`src/hw/rmdec_pkg.sv`:
```
// Package of constants and carriers for the remap and low memory decoder.
`default_nettype none
package rmdec_pkg;
  // ==========================================================
  // Register offsets in configuration space (byte addresses).
  localparam logic [7:0]  REMAP_LIMIT_OFFSET = 8'h9a;
  localparam logic [7:0]  REMAP_BASE_OFFSET  = 8'h98;
  localparam logic [7:0]  LOW_TOP_OFFSET     = 8'h9c;
  // Reset values.
  localparam logic [15:0] REMAP_LIMIT_RESET  = 16'h0000;
  localparam logic [15:0] REMAP_BASE_RESET   = 16'h03ff;
  localparam logic [7:0]  LOW_TOP_RESET      = 8'h08;
  // Field layouts.
  localparam int          REMAP_FIELD_MSB    = 9;
  localparam int          LOW_TOP_LSB        = 3;
  localparam int          LOW_TOP_MSB        = 7;
  localparam int          ADDR_W             = 36;
  // Field value that stands for all zeros (minimum 128 MB).
  localparam logic [4:0]  LOW_TOP_MIN        = 5'h01;
  // Writable masks; everything else reads as zero.
  localparam logic [15:0] REMAP_WMASK        = 16'h03ff;
  localparam logic [7:0]  LOW_TOP_WMASK      = 8'hf8;
  // Management segment size codes for 1, 2 and 8 MB.
  localparam logic [1:0]  SEG_1MB            = 2'h0;
  localparam logic [1:0]  SEG_2MB            = 2'h1;
  localparam logic [1:0]  SEG_8MB            = 2'h2;

  // ==========================================================
  // Configuration access request.
  typedef struct packed {
    logic        wrEn;
    logic        rdEn;
    logic [7:0]  addr;
    logic [1:0]  byteEn;
    logic [15:0] wrData;
  } rmdec_cfg_s;

  // Decode result.
  typedef struct packed {
    logic inRemap;
    logic claimLow;
    logic inSegment;
  } rmdec_hit_s;
endpackage : rmdec_pkg
`default_nettype wire

```
`src/hw/rmdec_top.sv`:
```
// Remap window limit and low usable memory top decode block.
// Function
// - Limit register holds window top bits 35:26.
// - Window top low 26 bits are ones.
// - Limit below base disables the window.
// - Low top holds boundary bits 31:27.
// - Low top boundary bits 26:0 are zero.
// - Claim addresses strictly below low top.
// - Field zero or one means 128 MB.
// - Management segment reserved under low top.
// - Window base is inclusive, 64 MB aligned.
`default_nettype none
module rmdec_top (
  input  wire logic                    clk,
  input  wire logic                    reset,
  input  wire rmdec_pkg::rmdec_cfg_s   cfgReq,
  input  wire logic                    addrValid,
  input  wire logic [35:0]             hostAddr,
  input  wire logic                    segEnable,
  input  wire logic [1:0]              segSize,
  output logic [15:0]                  rdData_r,
  output logic                         rdValid_r,
  output logic                         decValid_r,
  output var rmdec_pkg::rmdec_hit_s    hit_r,
  output logic [15:0]                  remapLimitOut_r,
  output logic [7:0]                   lowTopOut_r
);
  // ==========================================================
  // Register storage.
  logic [15:0] remap_lower_bound_r;   // Lower bound register.
  logic [15:0] remap_window_upper_limit_r;  // Upper limit register.
  logic [7:0]  lowTop_r;      // Low usable memory top register.
  rmdec_pkg::rmdec_hit_s hitNxt; // Comparator result.
  logic        limLoHit;      // Access covers limit low byte.
  logic        limHiHit;      // Access covers limit high byte.
  logic        baseLoHit;     // Access covers base low byte.
  logic        baseHiHit;     // Access covers base high byte.
  logic        topHit;        // Access covers low top byte.

  // Byte lane decode of the 16-bit configuration port.
  always_comb begin
    limLoHit  = cfgReq.addr == rmdec_pkg::REMAP_LIMIT_OFFSET &&
                cfgReq.byteEn[0];
    limHiHit  = cfgReq.addr == rmdec_pkg::REMAP_LIMIT_OFFSET &&
                cfgReq.byteEn[1];
    baseLoHit = cfgReq.addr == rmdec_pkg::REMAP_BASE_OFFSET &&
                cfgReq.byteEn[0];
    baseHiHit = cfgReq.addr == rmdec_pkg::REMAP_BASE_OFFSET &&
                cfgReq.byteEn[1];
    topHit    = cfgReq.addr == rmdec_pkg::LOW_TOP_OFFSET &&
                cfgReq.byteEn[0];
  end

  // ==========================================================
  // Limit register writes.
  always_ff @(posedge clk) begin
    if (reset) begin
      remap_window_upper_limit_r <= rmdec_pkg::REMAP_LIMIT_RESET;
    end else if (cfgReq.wrEn) begin
      if (limLoHit) begin
        remap_window_upper_limit_r[7:0] <= cfgReq.wrData[7:0];
      end
      if (limHiHit) begin
        remap_window_upper_limit_r[15:8] <= cfgReq.wrData[15:8] &
                              rmdec_pkg::REMAP_WMASK[15:8];
      end
    end
  end

  // Base register writes; it feeds the window lower bound.
  always_ff @(posedge clk) begin
    if (reset) begin
      remap_lower_bound_r <= rmdec_pkg::REMAP_BASE_RESET;
    end else if (cfgReq.wrEn) begin
      if (baseLoHit) begin
        remap_lower_bound_r[7:0] <= cfgReq.wrData[7:0];
      end
      if (baseHiHit) begin
        remap_lower_bound_r[15:8] <= cfgReq.wrData[15:8] &
                             rmdec_pkg::REMAP_WMASK[15:8];
      end
    end
  end

  // Low top register writes.
  always_ff @(posedge clk) begin
    if (reset) begin
      lowTop_r <= rmdec_pkg::LOW_TOP_RESET;
    end else if (cfgReq.wrEn && topHit) begin
      lowTop_r <= cfgReq.wrData[7:0] & rmdec_pkg::LOW_TOP_WMASK;
    end
  end

  // ==========================================================
  // Read path: one cycle after the request; unmapped reads zero.
  always_ff @(posedge clk) begin
    if (reset) begin
      rdData_r  <= 16'h0000;
      rdValid_r <= 1'b0;
    end else begin
      rdValid_r <= cfgReq.rdEn;
      if (cfgReq.rdEn) begin
        case (cfgReq.addr)
          rmdec_pkg::REMAP_LIMIT_OFFSET: rdData_r <= remap_window_upper_limit_r;
          rmdec_pkg::REMAP_BASE_OFFSET:  rdData_r <= remap_lower_bound_r;
          rmdec_pkg::LOW_TOP_OFFSET:     rdData_r <= {8'h00, lowTop_r};
          default:                       rdData_r <= 16'h0000;
        endcase
      end
    end
  end

  // ==========================================================
  // Address comparison.
  rmdec_cmp uCmp (
    .hostAddr   (hostAddr),
    .remapLower (remap_lower_bound_r[9:0]),
    .remapUpper (remap_window_upper_limit_r[9:0]),
    .lowTop     (lowTop_r[7:3]),
    .segEnable  (segEnable),
    .segSize    (segSize),
    .hit        (hitNxt)
  );

  // Registered decode result, one cycle after the address.
  always_ff @(posedge clk) begin
    if (reset) begin
      hit_r      <= '0;
      decValid_r <= 1'b0;
    end else begin
      decValid_r <= addrValid;
      hit_r      <= addrValid ? hitNxt : '0;
    end
  end

  // Register mirrors for the rest of the controller.
  always_ff @(posedge clk) begin
    if (reset) begin
      remapLimitOut_r <= rmdec_pkg::REMAP_LIMIT_RESET;
      lowTopOut_r     <= rmdec_pkg::LOW_TOP_RESET;
    end else begin
      remapLimitOut_r <= remap_window_upper_limit_r;
      lowTopOut_r     <= lowTop_r;
    end
  end

  // ==========================================================
  // Checks of the decode behaviour.
  claim_low_a: assert property (@(posedge clk) disable iff (reset)
    addrValid && hostAddr[35:27] < {4'h0, lowTop_r[7:3]}
    |=> hit_r.claimLow)
    else $error("address below low top not claimed");
  claim_zero_a: assert property (@(posedge clk) disable iff (reset)
    addrValid && lowTop_r[7:3] == 5'h00 && hostAddr < 36'h008000000
    |=> hit_r.claimLow)
    else $error("zero low top is not 128 MB");
  window_off_a: assert property (@(posedge clk) disable iff (reset)
    remap_window_upper_limit_r[9:0] < remap_lower_bound_r[9:0] |=> !hit_r.inRemap)
    else $error("remap window active with limit below base");
  window_top_a: assert property (@(posedge clk) disable iff (reset)
    addrValid && remap_window_upper_limit_r[9:0] >= remap_lower_bound_r[9:0] &&
    hostAddr == {remap_window_upper_limit_r[9:0], 26'h3ffffff} |=> hit_r.inRemap)
    else $error("window top byte not inside window");
  window_base_a: assert property (@(posedge clk) disable iff (reset)
    addrValid && remap_window_upper_limit_r[9:0] >= remap_lower_bound_r[9:0] &&
    hostAddr == {remap_lower_bound_r[9:0], 26'h0000000} |=> hit_r.inRemap)
    else $error("window base not inside window");
  above_top_a: assert property (@(posedge clk) disable iff (reset)
    addrValid && hostAddr[35:27] >= {4'h0, lowTop_r[7:3]} &&
    lowTop_r[7:3] != 5'h00 |=> !hit_r.claimLow)
    else $error("address at or above low top claimed");
  reserved_top_a: assert property (@(posedge clk) disable iff (reset)
    lowTop_r[2:0] == 3'h0 && remap_window_upper_limit_r[15:10] == 6'h00)
    else $error("reserved bits not zero");
  segment_a: assert property (@(posedge clk) disable iff (reset)
    addrValid && segEnable && lowTop_r[7:3] != 5'h00 &&
    hostAddr[35:27] == {4'h0, lowTop_r[7:3] - 5'h01} &&
    hostAddr[26:20] == 7'h7f |=> hit_r.inSegment)
    else $error("top megabyte under low top not in segment");
  read_top_a: assert property (@(posedge clk) disable iff (reset)
    cfgReq.rdEn && cfgReq.addr == rmdec_pkg::LOW_TOP_OFFSET
    |=> rdValid_r && rdData_r == {8'h00, $past(lowTop_r)})
    else $error("low top read wrong");

  // ==========================================================
  // Checks of register storage and of the window and boundary edges.
  base_reserved_a: assert property (@(posedge clk) disable iff (reset)
    remap_lower_bound_r[15:10] == 6'h00)
    else $error("base reserved bits not zero");
  limit_write_a: assert property (@(posedge clk) disable iff (reset)
    cfgReq.wrEn && limLoHit && limHiHit
    |=> remap_window_upper_limit_r == ($past(cfgReq.wrData) & rmdec_pkg::REMAP_WMASK))
    else $error("limit field write lost");
  top_write_a: assert property (@(posedge clk) disable iff (reset)
    cfgReq.wrEn && topHit |=> {8'h00, lowTop_r} ==
    ($past(cfgReq.wrData) & {8'h00, rmdec_pkg::LOW_TOP_WMASK}))
    else $error("low top field write lost");
  window_above_a: assert property (@(posedge clk) disable iff (reset)
    addrValid && remap_window_upper_limit_r[9:0] != 10'h3ff &&
    hostAddr == {remap_window_upper_limit_r[9:0] + 10'h001, 26'h0000000}
    |=> !hit_r.inRemap)
    else $error("address above window top inside window");
  zero_top_a: assert property (@(posedge clk) disable iff (reset)
    addrValid && lowTop_r[7:3] == 5'h00 && hostAddr >= 36'h008000000
    |=> !hit_r.claimLow)
    else $error("zero low top claims beyond 128 MB");

  write_limit_c: cover property (@(posedge clk)
    cfgReq.wrEn && limLoHit);
  remap_hit_c: cover property (@(posedge clk) hit_r.inRemap);
  claim_c: cover property (@(posedge clk) hit_r.claimLow);
  segment_c: cover property (@(posedge clk) hit_r.inSegment);
  window_off_c: cover property (@(posedge clk)
    addrValid && remap_window_upper_limit_r[9:0] < remap_lower_bound_r[9:0]);
endmodule : rmdec_top
`default_nettype wire

```
`src/hw/rmdec_cmp.sv`:
```
// Address comparator against the programmed decode bounds.
`default_nettype none
module rmdec_cmp (
  input  wire logic [35:0] hostAddr,
  input  wire logic [9:0]  remapLower,
  input  wire logic [9:0]  remapUpper,
  input  wire logic [4:0]  lowTop,
  input  wire logic        segEnable,
  input  wire logic [1:0]  segSize,
  output var rmdec_pkg::rmdec_hit_s hit
);
  // ==========================================================
  // Decode bounds.
  logic [35:0] lowerAddr;   // Inclusive bottom of the remap window.
  logic [35:0] upperAddr;   // Inclusive top of the remap window.
  logic [35:0] lowTopAddr;  // Exclusive top of low usable memory.
  logic [35:0] segBase;     // Bottom of the management segment.
  logic [4:0]  effTop;      // Low top with zero mapped to the minimum.
  logic [35:0] segBytes;    // Size of the management segment.
  logic        windowOn;    // Remap window enabled.

  always_comb begin
    lowerAddr = {remapLower, 26'h0000000};
    upperAddr = {remapUpper, 26'h3ffffff};
    // window off when limit below base
    windowOn = !(remapUpper < remapLower);
    effTop = (lowTop == 5'h00) ? rmdec_pkg::LOW_TOP_MIN : lowTop;
    lowTopAddr = {4'h0, effTop, 27'h0000000};
    // Segment size selection; unknown codes take the largest size.
    case (segSize)
      rmdec_pkg::SEG_1MB: segBytes = 36'h000100000;
      rmdec_pkg::SEG_2MB: segBytes = 36'h000200000;
      default:            segBytes = 36'h000800000;
    endcase
    segBase = lowTopAddr - segBytes;
    hit.inRemap = windowOn && (hostAddr >= lowerAddr) &&
                  (hostAddr <= upperAddr);
    hit.claimLow = hostAddr < lowTopAddr;
    hit.inSegment = segEnable && (hostAddr >= segBase) &&
                    (hostAddr < lowTopAddr);
  end
endmodule : rmdec_cmp
`default_nettype wire

```
`config.mk`:
```
export PLATFORM = sky130hd
export DESIGN_NAME = rmdec_top
export DESIGN_NICKNAME = d
export VERILOG_FILES = /design/src/hw/rmdec_pkg.sv /design/src/hw/rmdec_top.sv /design/src/hw/rmdec_cmp.sv
export SDC_FILE = /design/constraint.sdc
export NUM_CORES = 1
export LEC_CHECK = 0
export ABC_AREA = 1
export BUFFER_PORTS_ARGS = -buffer_cell sky130_fd_sc_hd__buf_2
export CAP_MARGIN = 5
export CORE_MARGIN = 5
export CORE_UTILIZATION = 35
export CTS_CLUSTER_SIZE = 14
export DETAILED_ROUTE_END_ITERATION = 10
export HOLD_SLACK_MARGIN = 0.05
export PLACE_DENSITY = 0.6
export SYNTH_ARGS = -nofsm -noshare
export SYNTH_HDL_FRONTEND = slang
export SYNTH_SLANG_ARGS = --single-unit
```
`constraint.sdc`:
```
create_clock -name clk -period 2.2 [get_ports clk]
set_input_delay 0 -clock clk [delete_from_list [all_inputs] [get_ports clk]]
set_output_delay 0 -clock clk [all_outputs]
set_load 0.01 [all_outputs]
```
Yosys cells after proc, flatten, opt, wreduce, memory -nomap -nowiden
Index checks and enable logic that the tools add are counted.

storage, ports and cells
  register bits = 61
  input port bits = 70
  output and inout port bits = 45
  logic and storage cells = 45

cells by class
  $add $sub $neg = 1
  order comparisons = 5
  equal/unequal tests = 4
  muxes and demuxes = 3
  bitwise gates (word level) = 1
  reduce and logical (&&, ||, !) cells = 18

operators by type and width
  kind                number
  $ge 36x36->1        2
  $pmux 24 s2         1
  $le 36x36->1        1
  $lt 36x32->1        1
  $sub 32x24->33      1
  $pmux 10 s3         1
  $eq 8x8->1 const B  3
  $logic_and 1x1->1   10
  $lt 10x10->1        1
  $reduce_and 2->1    4
  $logic_not 5->1     1
  $mux 5              1
  $eq 2x1->1 const B  1
  $logic_not 2->1     1
  $reduce_or 2->1     1
  $logic_not 1->1     1
  $not 1->1           1

Logic depth before layout (Yosys ltp)
Gate-level depths: netlist (run 1).

  word-level depth = 6
  depth in mapped cells = 15
  depth with buffers taken out = 15

Hierarchy
Synthesis (run 1) repeated with hierarchy kept, for this count alone.

unflattened totals
  cells, all modules = 582
  area, all modules = 3920.0 um^2

modules (own cells, without submodules)
  module     instances  cells an instance  area an instance (um^2)  seq. area each (um^2)
  rmdec_top  1          285                2242.2                   1101.1
  rmdec_cmp  1          297                1677.9                   0.0

Worst setup path before layout (run 1)
No wires, ideal clock.

  kind = register to register
  start = reg lowTop_r[5]
  end = reg hit_r[0] (netlist name)
  library setup time = 0.120 ns
  arrival time = 1.803 ns
  data required time = 2.080 ns
  setup slack = 0.277 ns
  cell stages (with the launch flop) = 16
  buffers on the path = 0
  clock period less this slack = 1.923 ns
  cells stage by stage = dfxtp_1 > nor2_1 > a21oi_1 > ha_1 > nand3_1 > xor2_1 > inv_1 > ha_1 > nand2_1 > inv_1 > nand2_1 > nand2_1 > nand2_1 > nand2_1 > a21oi_1 > a21oi_1

between the ends
  word-level cells in the longest chain between the ends = 6

ends and longest elaborated chain
  item                      line              source
  start: declaration        rmdec_top.sv:32   logic [7:0] lowTop_r;
  start signal: assignment  rmdec_top.sv:88   lowTop_r <= rmdec_pkg::LOW_TOP_RESET;
  start signal: assignment  rmdec_top.sv:90   lowTop_r <= cfgReq.wrData[7:0] & rmdec_pkg::LOW_TOP_WMASK;
  $logic_not 5->1           rmdec_cmp.sv:27   effTop = (lowTop == 5'h00) ? rmdec_pkg::LOW_TOP_MIN : lowTop;
  $mux 5 (*)                rmdec_cmp.sv:27
  $sub 32x24->33            rmdec_cmp.sv:35   segBase = lowTopAddr - segBytes;
  $ge 36x36->1              rmdec_cmp.sv:39   hit.inSegment = segEnable && (hostAddr >= segBase) &&
  $logic_and 1x1->1         rmdec_cmp.sv:39
  $logic_and 1x1->1 (*)     rmdec_cmp.sv:39
  end signal: assignment    rmdec_top.sv:132  hit_r <= addrValid ? hitNxt : '0;
  end: declaration          rmdec_top.sv:24   output var rmdec_pkg::rmdec_hit_s hit_r,

Every way passes the cells marked *; elsewhere a longest branch is shown, timed or not.
A chain may end at the register's enable or synchronous reset.

Worst setup path in the final report (run 1)
Same ends and word-level chain as after synthesis.

==> reports/results.txt, run 1 <==
Final ANT Viol Nets: 0
Cell area after synthesis: 3680 um2
IO buf count: 93
Warnings from Yosys: 0
Setup crit end kind: flip-flop
Layout cell share with drive strength beyond 1: 18.6%
Routed len/inst: 12.5 um
Max-slew violation count: 0
CTS tree: done
DR pass1 iterations: 4
Register area: 1100 um2
WL final: 9600 um
Setup TNS: 0 ps
Register area share after synthesis: 29.9%
DP Cell Count: 745
Area of the multi-input gates: 2200 um2
Fin crit share: 92.3%
CP Data Required Time: 2410 ps
Post-synth EDFFs: 0
Critical path peak fanout: 4
Cell with the most instances after synthesis: nand2_1
Max Buffers Root-to-Sink: 2
Row count: 37
Status: completed
Final Setup Violations: 0
Die Ht: 113 um
Root Buffer: clkbuf_8
GRT Residual Overflow: 0
Worst clock skew: 8.78 ps
Vias per inst: 4.61
Vias in the first global route: 3,288
H-tree Lvls: 2
Synthesized area per cell: 7.10 um2
Hold crit path type: primary input to flip-flop
Ant diodes: 0
Initial Utilization: 35.8%
Final nets: 750
Core Area: 10,300 um2
Worst slew pin tran: 665 ps
Unrepaired setup endpoints after global routing: no
Main synth FF type: dfxtp_1
Cells after Synth: 519
PwrDens: 423 nW/um2
Initial DRC count: 115
Crit path kind: flip-flop to flip-flop
Final HPWL DP: 7860 um
Die area: 12,700 um2
Main area contributors after synthesis: dfxtp_1, ha_1, nand2_1
Register bit total from synthesis: 55
Min Clock Period, post-route: 2030 ps
Async SR Flop Fraction: 0%
DR vias: 3,534
Crit-path leading delay family: adder cells
Layout Utilization: 43.2%
Critical path depth in cells: 14
Fmax: 492 MHz
Most numerous cell on the critical path: nand2_1
Slew headroom: 55.5%
Largest area contributor in the netlist: dfxtp_1
# fillers: 1,114
RePlAce Congestion: 0.800
Post-route insts no fill: 766
Fin area: 4440 um2
Final hold vios: 0
Die Wd: 113 um
Top post-synthesis cells by count: nand2_1, nor2_1, inv_1
Hold Path Depth: 3
Max cap viols: 0
Initial antenna violation count: 0
Post-Place Cell Area: 4220 um2
Worst Path Arrival: 2250 ps
Largest stage delay, worst path: 350 ps
Syn-to-layout area delta: 20.5%
Yosys top cell area share: 29.9%
Worst-path cell chain: nor2_1, a21oi_2, buf_4, ha_1, xnor2_1, ha_1, nand2_1, nand2_1, nand2_1, nand2_1, nand2_1, nand2_1, a21oi_1, a21oi_1
Inserted Clock Buffers: 5
GRT Total Usage: 15.1%
I/O pin cnt: 115
Largest net degree at the start of global routing: 37
Post-CTS setup buffers: 0
Clock sink count: 55
Leakage: 0.00230 uW
Worst Setup Start Kind: flip-flop
R2r worst-path depth: 14
Clock latency on the worst-skew pair: 310 ps
Worst VDD drop: 0.230 mV
Residual DRC: 0
Synth unique cells: 35
First-pass GRT wire length: 15,700 um
Slowest stage cell, crit path: dfxtp_1
Crit path buffers/inverters: 1
Clk slew on worst S/H paths: 110 ps
==> path summary, 6_finish.rpt <==
| kind | end | start | slack, ps |
|---|---|---|---|
| worst max-delay path | hit_r[0] | lowTop_r[5] | 170 |
| worst min-delay path | remap_window_upper_limit_r[8] | cfgReq[17] | 80 |
| worst max register to register | hit_r[0] | lowTop_r[5] | 170 |
| worst min register to register | rdData_r[5] | rdData_r[5] | 470 |
==> per-stage QoR <==
| stage | hold WS, ps | setup WS [ps] | power, uW |
|---|---|---|---|
| after floorplan | 109 | 277 | 1210 |
| after global placement | 233 | 228 | 1300 |
| after detailed placement | 246 | 193 | 1310 |
| after CTS | 76.9 | 186 | 1900 |
| after global routing | 101 | 3.46 | 1980 |
| final | 75.1 | 169 | 1880 |
==> worst min-delay path, cell delays in order <==
cell and delay (ps):
buf_2 110, nand4_1 150, a21oi_1 80
==> report_power, final <==
group | internal (uW) | switching [uW]
sequential | 998 | 1.00
clock | 230 | 349
combinational | 125 | 177
==> flip-flops by register name (all words and copies together) (netlist names) <==
signal / cells
rdData_r: 10
remapLimitOut_r: 10
remap_lower_bound_r: 10
remap_window_upper_limit_r: 10
lowTopOut_r: 5
lowTop_r: 5
hit_r: 3
decValid_r: 1
rdValid_r: 1
==> cells by family after synthesis <==
family | after synthesis | synth area share [%]
flops | 55 | 29.9
compound gates | 85 | 12.2
fa+ha+maj | 51 | 17.3
other cells | 2 | 0.204
buf+inv | 91 | 12.3
simple gates | 232 | 27.4
xor+xnor | 3 | 0.713
==> layer usage <==
metal / part of all wire, % / track usage (%) / vias up / wire, um
li1: - / - / 1861 / -
met1: 43 / 18.6 / 1589 / 4160
met2: 51 / 27.1 / 73 / 4870
met3: 4.5 / 2.53 / 11 / 429
met4: 1.5 / 3.77 / 0 / 140
met5: 0 / 0 / - / 0
==> cells in the final DEF (no fill, tap or decap), types with 2 or more instances in the layout <==
master / netlist / layout
nand2_1: 108 / 108
buf_2: 0 / 93
nor2_1: 65 / 65
inv_1: 64 / 64
dfxtp_1: 55 / 55
ha_1: 51 / 51
a21oi_1: 48 / 47
nand3_1: 42 / 42
o21ai_0: 29 / 29
conb_1: 2 / 21
dlygate4sd3_1: 0 / 13
nand4_1: 5 / 5
clkbuf_8: 1 / 5
buf_4: 15 / 5
a21oi_2: 2 / 3
xor2_1: 2 / 2
o21ai_2: 2 / 2
and2_1: 2 / 2
a21o_1: 2 / 2
==> cell type report <==
type	count	area share, %
Multi-Input combinational cell	392	49.7
Sequential cell	55	24.8
Timing Repair Buffer	111	14.3
Inverter	64	5.41
Tap cell	136	3.83
Clock buffer	6	1.64
Clock inverter	2	0.367
==> timing repair <==
item,CTS,global route
endpoints found under the setup margin,0,1
gates resized for setup,0,1
hold endpoints to repair,35,0
hold buffers,13,0
No activity file was read; power rests on OpenSTA's default activity.
==> run 2, diff against run 1 <==
--- a/config.mk
+++ b/config.mk
@@ -5,7 +5,7 @@
 export SDC_FILE = /design/constraint.sdc
 export NUM_CORES = 1
 export LEC_CHECK = 0
-export ABC_AREA = 1
+export ABC_CLOCK_PERIOD_IN_PS = 2200
 export BUFFER_PORTS_ARGS = -buffer_cell sky130_fd_sc_hd__buf_2
 export CAP_MARGIN = 5
 export CORE_MARGIN = 5
@@ -13,7 +13,7 @@
 export CTS_CLUSTER_SIZE = 14
 export DETAILED_ROUTE_END_ITERATION = 10
 export HOLD_SLACK_MARGIN = 0.05
-export PLACE_DENSITY = 0.6
+export PLACE_DENSITY = 0.61
 export SYNTH_ARGS = -nofsm -noshare
 export SYNTH_HDL_FRONTEND = slang
 export SYNTH_SLANG_ARGS = --single-unit
==> run 2 against run 1 <==
  * Sequential share of layout area is 0.94 points higher
  * Wire length is 2.0% lower
  * Sequential cell count unchanged
  * Highest routed layer unchanged
  * Maximum frequency down 6.2%
  * Clock skew down 1.2 ps
  * Cell area down 3.2%
  * Sequential power about the same
  * Largest cell class unchanged
  * Critical path depth shrank 4
  * Die area down 8.0%
  * Worst hold slack got worse by 15 ps
  * Synthesized area down 8.8%
  * Setup slack worse by 140 ps
  * Critical endpoint unchanged
==> reports/results.txt, run 2 <==
Status: completed
Max Buffers Root-to-Sink: 2
Max cap viols: 0
Main synth FF type: dfxtp_1
Cell with the most instances after synthesis: dfxtp_1
H-tree Lvls: 2
Final nets: 628
Syn-to-layout area delta: 27.9%
Worst clock skew: 7.58 ps
Cells after Synth: 387
GRT Total Usage: 16.1%
Setup ws final: 33.4 ps
RePlAce Congestion: 0.901
Post-synth EDFFs: 0
Routed len/inst: 14.8 um
Unrepaired setup endpoints after global routing: yes
Final HPWL DP: 7740 um
Hold crit path type: primary input to flip-flop
Layout Utilization: 46.3%
Clock sink count: 55
IO buf count: 93
Warnings from Yosys: 0
Top post-synthesis cells by count: dfxtp_1, ha_1, nor2_1
Inserted Clock Buffers: 5
Slew headroom: 64.2%
Register bit total from synthesis: 55
I/O pin cnt: 115
Async SR Flop Fraction: 0%
# fillers: 971
Crit path kind: flip-flop to flip-flop
Fin crit share: 98.5%
Initial DRC count: 146
Clock latency on the worst-skew pair: 310 ps
Met1 usage: 20.0%
Initial Utilization: 36.2%
Min Clock Period, post-route: 2170 ps
Leading cell type in the layout, fill and taps excluded: buf_2
Fmax: 462 MHz
Most numerous cell on the critical path: ha_1
Worst VDD drop: 0.296 mV
Crit path buffers/inverters: 1
Worst Path Arrival: 2380 ps
Synthesized area per cell: 8.68 um2
First-pass GRT wire length: 15,100 um
Initial antenna violation count: 0
Core Area: 9280 um2
CTS tree: done
Layout cell share with drive strength beyond 1: 27.2%
Commonest non-fill, non-tap cells in the layout: buf_2, dfxtp_1, ha_1
Setup TNS: 0 ps
Worst Setup Start Kind: flip-flop
Largest net degree at the start of global routing: 42
Final Setup Violations: 0
Final hold vios: 0
Cell area after synthesis: 3360 um2
Setup crit end kind: flip-flop
Tot Pwr: 1870 uW
Fin area: 4300 um2
DR vias: 3,118
Worst slew pin tran: 537 ps
Leakage: 0.00200 uW
GRT Residual Overflow: 0
Clk slew on worst S/H paths: 110 ps
Routing usage on met2: 29.0%
Residual DRC: 0
Die area: 11,700 um2
Register area share after synthesis: 32.8%
WL final: 9410 um
CP Data Required Time: 2410 ps
Post-Place Cell Area: 4010 um2
Largest area contributor in the netlist: dfxtp_1
Row count: 35
Yosys top cell area share: 32.8%
DR pass1 iterations: 5
Vias per inst: 4.89
Met3 usage: 2.21%
Setup WS pre-CTS: -15.5 ps
Max-slew violation count: 0
Largest stage delay, worst path: 340 ps
Synth unique cells: 46
Main area contributors after synthesis: dfxtp_1, ha_1, mux2i_1
Ant diodes: 0
Most used routing layer in global routing: met2
Worst-path cell chain: inv_1, a41oi_4, ha_1, xnor2_1, ha_1, a21oi_2, nor2_2, a211oi_2, o21ai_1, o311a_1
Crit-path leading delay family: compound AO/OA/AOI/OAI gates
Vias in the first global route: 3,194
Final ANT Viol Nets: 0
Critical path peak fanout: 3
PwrDens: 436 nW/um2
Die Ht: 108 um
Root Buffer: clkbuf_8
Slowest stage cell, crit path: dfxtp_2
Die Wd: 108 um
run 2: what timing repair did:
action,in CTS,in global routing
setup buffers,1,0
hold buffers,13,0
resized for setup,7,9
pin swaps,3,9
endpoints found under the hold margin,32,0
setup endpoints to repair,1,2
run 2: cell type report:
cell class | count | area [um2] | area share, %
Timing Repair Buffer | 122 | 716 | 16.7
Multi-Input combinational cell | 283 | 2060 | 47.9
Tap cell | 129 | 161 | 3.76
Clock inverter | 3 | 33.8 | 0.786
Clock buffer | 5 | 68.8 | 1.60
Sequential cell | 55 | 1110 | 25.8
Inverter | 40 | 150 | 3.50
run 2: path summary, 6_finish.rpt:
kind	from	end	slack, ps	depth (start not counted)
worst max-delay path	lowTop_r[7]	hit_r[0]	30	10
worst min register to register	rdData_r[2]	rdData_r[2]	480	2
worst max register to register	lowTop_r[7]	hit_r[0]	30	10
worst min-delay path	reset	decValid_r	60	4
run 2: stage by stage:
| stage | instances | hold slack (ps) |
|---|---|---|
| after detailed placement | 615 | 240 |
| after floorplan | 406 | 118 |
| after global placement | 615 | 231 |
| after global routing | 637 | 96.7 |
| after CTS | 637 | 72.0 |
| final | 637 | 60.2 |
run 2: metal layers:
layer,vias to the layer above,share of wire (%)
met2,80,50
li1,1596,-
met3,12,4.9
met5,-,0
met4,0,1.7
met1,1430,44
run 2: power by group:
part / switching [uW] / internal [uW]
logic: 140 / 114
registers: 0.694 / 998
clock network: 376 / 243
run 2: logic make-up (layout without fill, tap and decap cells):
group | Yosys count | count (layout) | share of synthesized area (%)
and+or+nand+nor | 124 | 124 | 18.4
adders and majority gates | 51 | 51 | 19.0
xor gates and xnor gates | 2 | 2 | 0.522
DFF | 55 | 55 | 32.8
AOI/OAI and AO/OA | 68 | 68 | 14.6
muxes | 17 | 17 | 5.07
other | 2 | 21 | 0.224
buffers and inverters | 68 | 170 | 9.42
run 2: tightest hold or removal path, stage by stage:
cell	delay, ps
buf_2	100
inv_2	40
nand2_1	140
inv_1	50
==> run 3, diff against run 2 <==
--- a/config.mk
+++ b/config.mk
@@ -8,12 +8,13 @@
 export ABC_CLOCK_PERIOD_IN_PS = 2200
 export BUFFER_PORTS_ARGS = -buffer_cell sky130_fd_sc_hd__buf_2
 export CAP_MARGIN = 5
-export CORE_MARGIN = 5
+export CORE_MARGIN = 3
 export CORE_UTILIZATION = 35
 export CTS_CLUSTER_SIZE = 14
 export DETAILED_ROUTE_END_ITERATION = 10
 export HOLD_SLACK_MARGIN = 0.05
 export PLACE_DENSITY = 0.61
+export SETUP_SLACK_MARGIN = 0.2
 export SYNTH_ARGS = -nofsm -noshare
 export SYNTH_HDL_FRONTEND = slang
 export SYNTH_SLANG_ARGS = --single-unit
==> run 3 against run 2 <==
  * Clock skew is 6.0 ps higher
  * Clock-buffer cell count unchanged
  * Maximum frequency rose by 1.7%
  * Wire length decreased by 6.1%
  * Worst hold slack gained 32 ps
  * Combinational power barely moved
  * First-iteration DRC count is 1.4% lower
  * Critical path type unchanged
  * Critical endpoint unchanged
==> reports/results.txt, run 3 (synthesized netlist as in run 2, its figures left out) <==
RePlAce Congestion: 0.823
Combinational share of power: 13.8%
Unrepaired setup endpoints after global routing: yes
R2r setup slk: 70 ps
Status: completed
Slew headroom: 62.9%
PwrDens: 427 nW/um2
First-pass GRT wire length: 15,000 um
Routed len/inst: 13.9 um
Clock sink count: 55
Clk slew on worst S/H paths: 110 ps
Net Sw Frac: 27.0%
Post-route insts no fill: 638
Commonest non-fill, non-tap cells in the layout: buf_2, ha_1, dfxtp_1
Die Wd: 104 um
Worst slew pin tran: 557 ps
Worst clock skew: 13.6 ps
Vias per inst: 4.85
GRT Residual Overflow: 0
H-tree Lvls: 2
Max cap viols: 0
Min Clock Period, post-route: 2130 ps
Final nets: 629
IO buf count: 93
Hold Path Depth: 3
FF-to-FF Start: lowTop_r[7]
Core Area: 9280 um2
Syn-to-layout area delta: 28.4%
Ant diodes: 0
Worst VDD drop: 0.231 mV
Hold_sp: hostAddr[33]
Max-slew violation count: 0
Final ANT Viol Nets: 0
Crit path kind: flip-flop to flip-flop
I/O pin cnt: 115
CP Data Required Time: 2410 ps
Die area: 10,800 um2
Sw Pwr: 497 uW
Row count: 35
Initial antenna violation count: 0
Leakage: 0.00200 uW
Die Ht: 104 um
Fmax: 469 MHz
Root Buffer: clkbuf_8
Endpoint of the worst hold-timing path: hit_r[1]
DR pass1 iterations: 4
WL final: 8840 um
Final Setup Violations: 0
CTS tree: done
Hold crit path type: primary input to flip-flop
Inserted Clock Buffers: 5
Vias in the first global route: 3,147
Tot Pwr: 1840 uW
Max Buffers Root-to-Sink: 2
Setup crit end kind: flip-flop
Clock latency on the worst-skew pair: 310 ps
Initial Utilization: 36.2%
Leading cell type in the layout, fill and taps excluded: buf_2
Layout cell share with drive strength beyond 1: 28.1%
Final HPWL DP: 7260 um
Largest net degree at the start of global routing: 42
Final hold vios: 0
GRT Total Usage: 16.6%
Fin crit share: 96.8%
RR Endpoint: hit_r[0]
DR vias: 3,094
DP Cell Count: 613
R2r worst-path depth: 11
Critical path peak fanout: 3
# fillers: 945
Worst Setup Start Kind: flip-flop
Internal power: 1350 uW
Sequential fraction of design power: 54.1%
Worst Path Arrival: 2340 ps
Clock Power Share: 32.1%
Residual DRC: 0
Initial DRC count: 144
run 3: cell type report:
class                           count  area, um2  area share, %
Multi-Input combinational cell    283       2070           47.9
Inverter                           40        150           3.48
Timing Repair Buffer              123        726           16.8
Sequential cell                    55       1110           25.8
Clock inverter                      3       27.5          0.638
Tap cell                          129        161           3.74
Clock buffer                        5       68.8           1.60
run 3: how the worst max path moves through the flow:
| stage | startpoint | slack [ps] | end | depth (start not counted) |
|---|---|---|---|---|
| 4_1_cts | lowTop_r[5] | 60 | hit_r[0] | 11 |
| 5_1_grt | lowTop_r[7] | -30 | hit_r[0] | 11 |
| 2_1_floorplan | lowTop_r[6] | 100 | hit_r[0] | 11 |
| 3_5_place_dp | lowTop_r[7] | -10 | hit_r[0] | 11 |
| 6_report | lowTop_r[7] | 70 | hit_r[0] | 11 |
| 3_3_place_gp | lowTop_r[7] | 40 | hit_r[0] | 11 |
run 3: worst max-delay path, cell delays in order (launching register included):
cell and delay [ps]:
dfxtp_2 360, inv_2 50, a41oi_4 230, ha_2 210, nand3_2 80, xnor2_1 130
ha_1 330, nand2_2 100, nor2_2 40, a211oi_2 140, o21ai_1 80, o311a_1 280
run 3: routing by layer:
metal  vias to the layer above  wire [um]  share of wire (%)  GRT usage, %
li1                       1597          -                  -             -
met1                      1402       3870                 44          20.9
met2                        87       4430                 50          29.4
met3                         8        455                5.1          2.55
met4                         0         89                1.0          4.18
met5                         -          0                  0             0
run 3: timing repair:
action	CTS	global route
resized for setup	3	10
endpoints found under the setup margin	1	2
cloned	0	0
pin swaps	6	6
setup buffers	2	1
endpoints found under the hold margin	33	0
hold buffers	14	0
run 3: power by group through the flow:
stage          Clock, uW  Sequential [uW]  Combinational, uW
2_1_floorplan          0             1020                133
3_5_place_dp           0             1020                230
5_1_grt              653              997                292
6_report             591              997                255
3_3_place_gp           0             1020                222
4_1_cts              615              998                252
run 3: stage by stage:
step	setup TNS, ps	setup WS, ps	instance area (um2)	util, %	hold slack, ps
2_1_floorplan	0	103	3450	-	118
3_3_place_gp	0	42.4	4010	43.2	231
3_5_place_dp	-14.4	-14.4	4010	43.2	252
4_1_cts	0	64.5	4280	46.1	77.1
5_1_grt	-29.0	-29.0	4310	46.5	117
6_report	0	69.7	4310	46.5	92.1
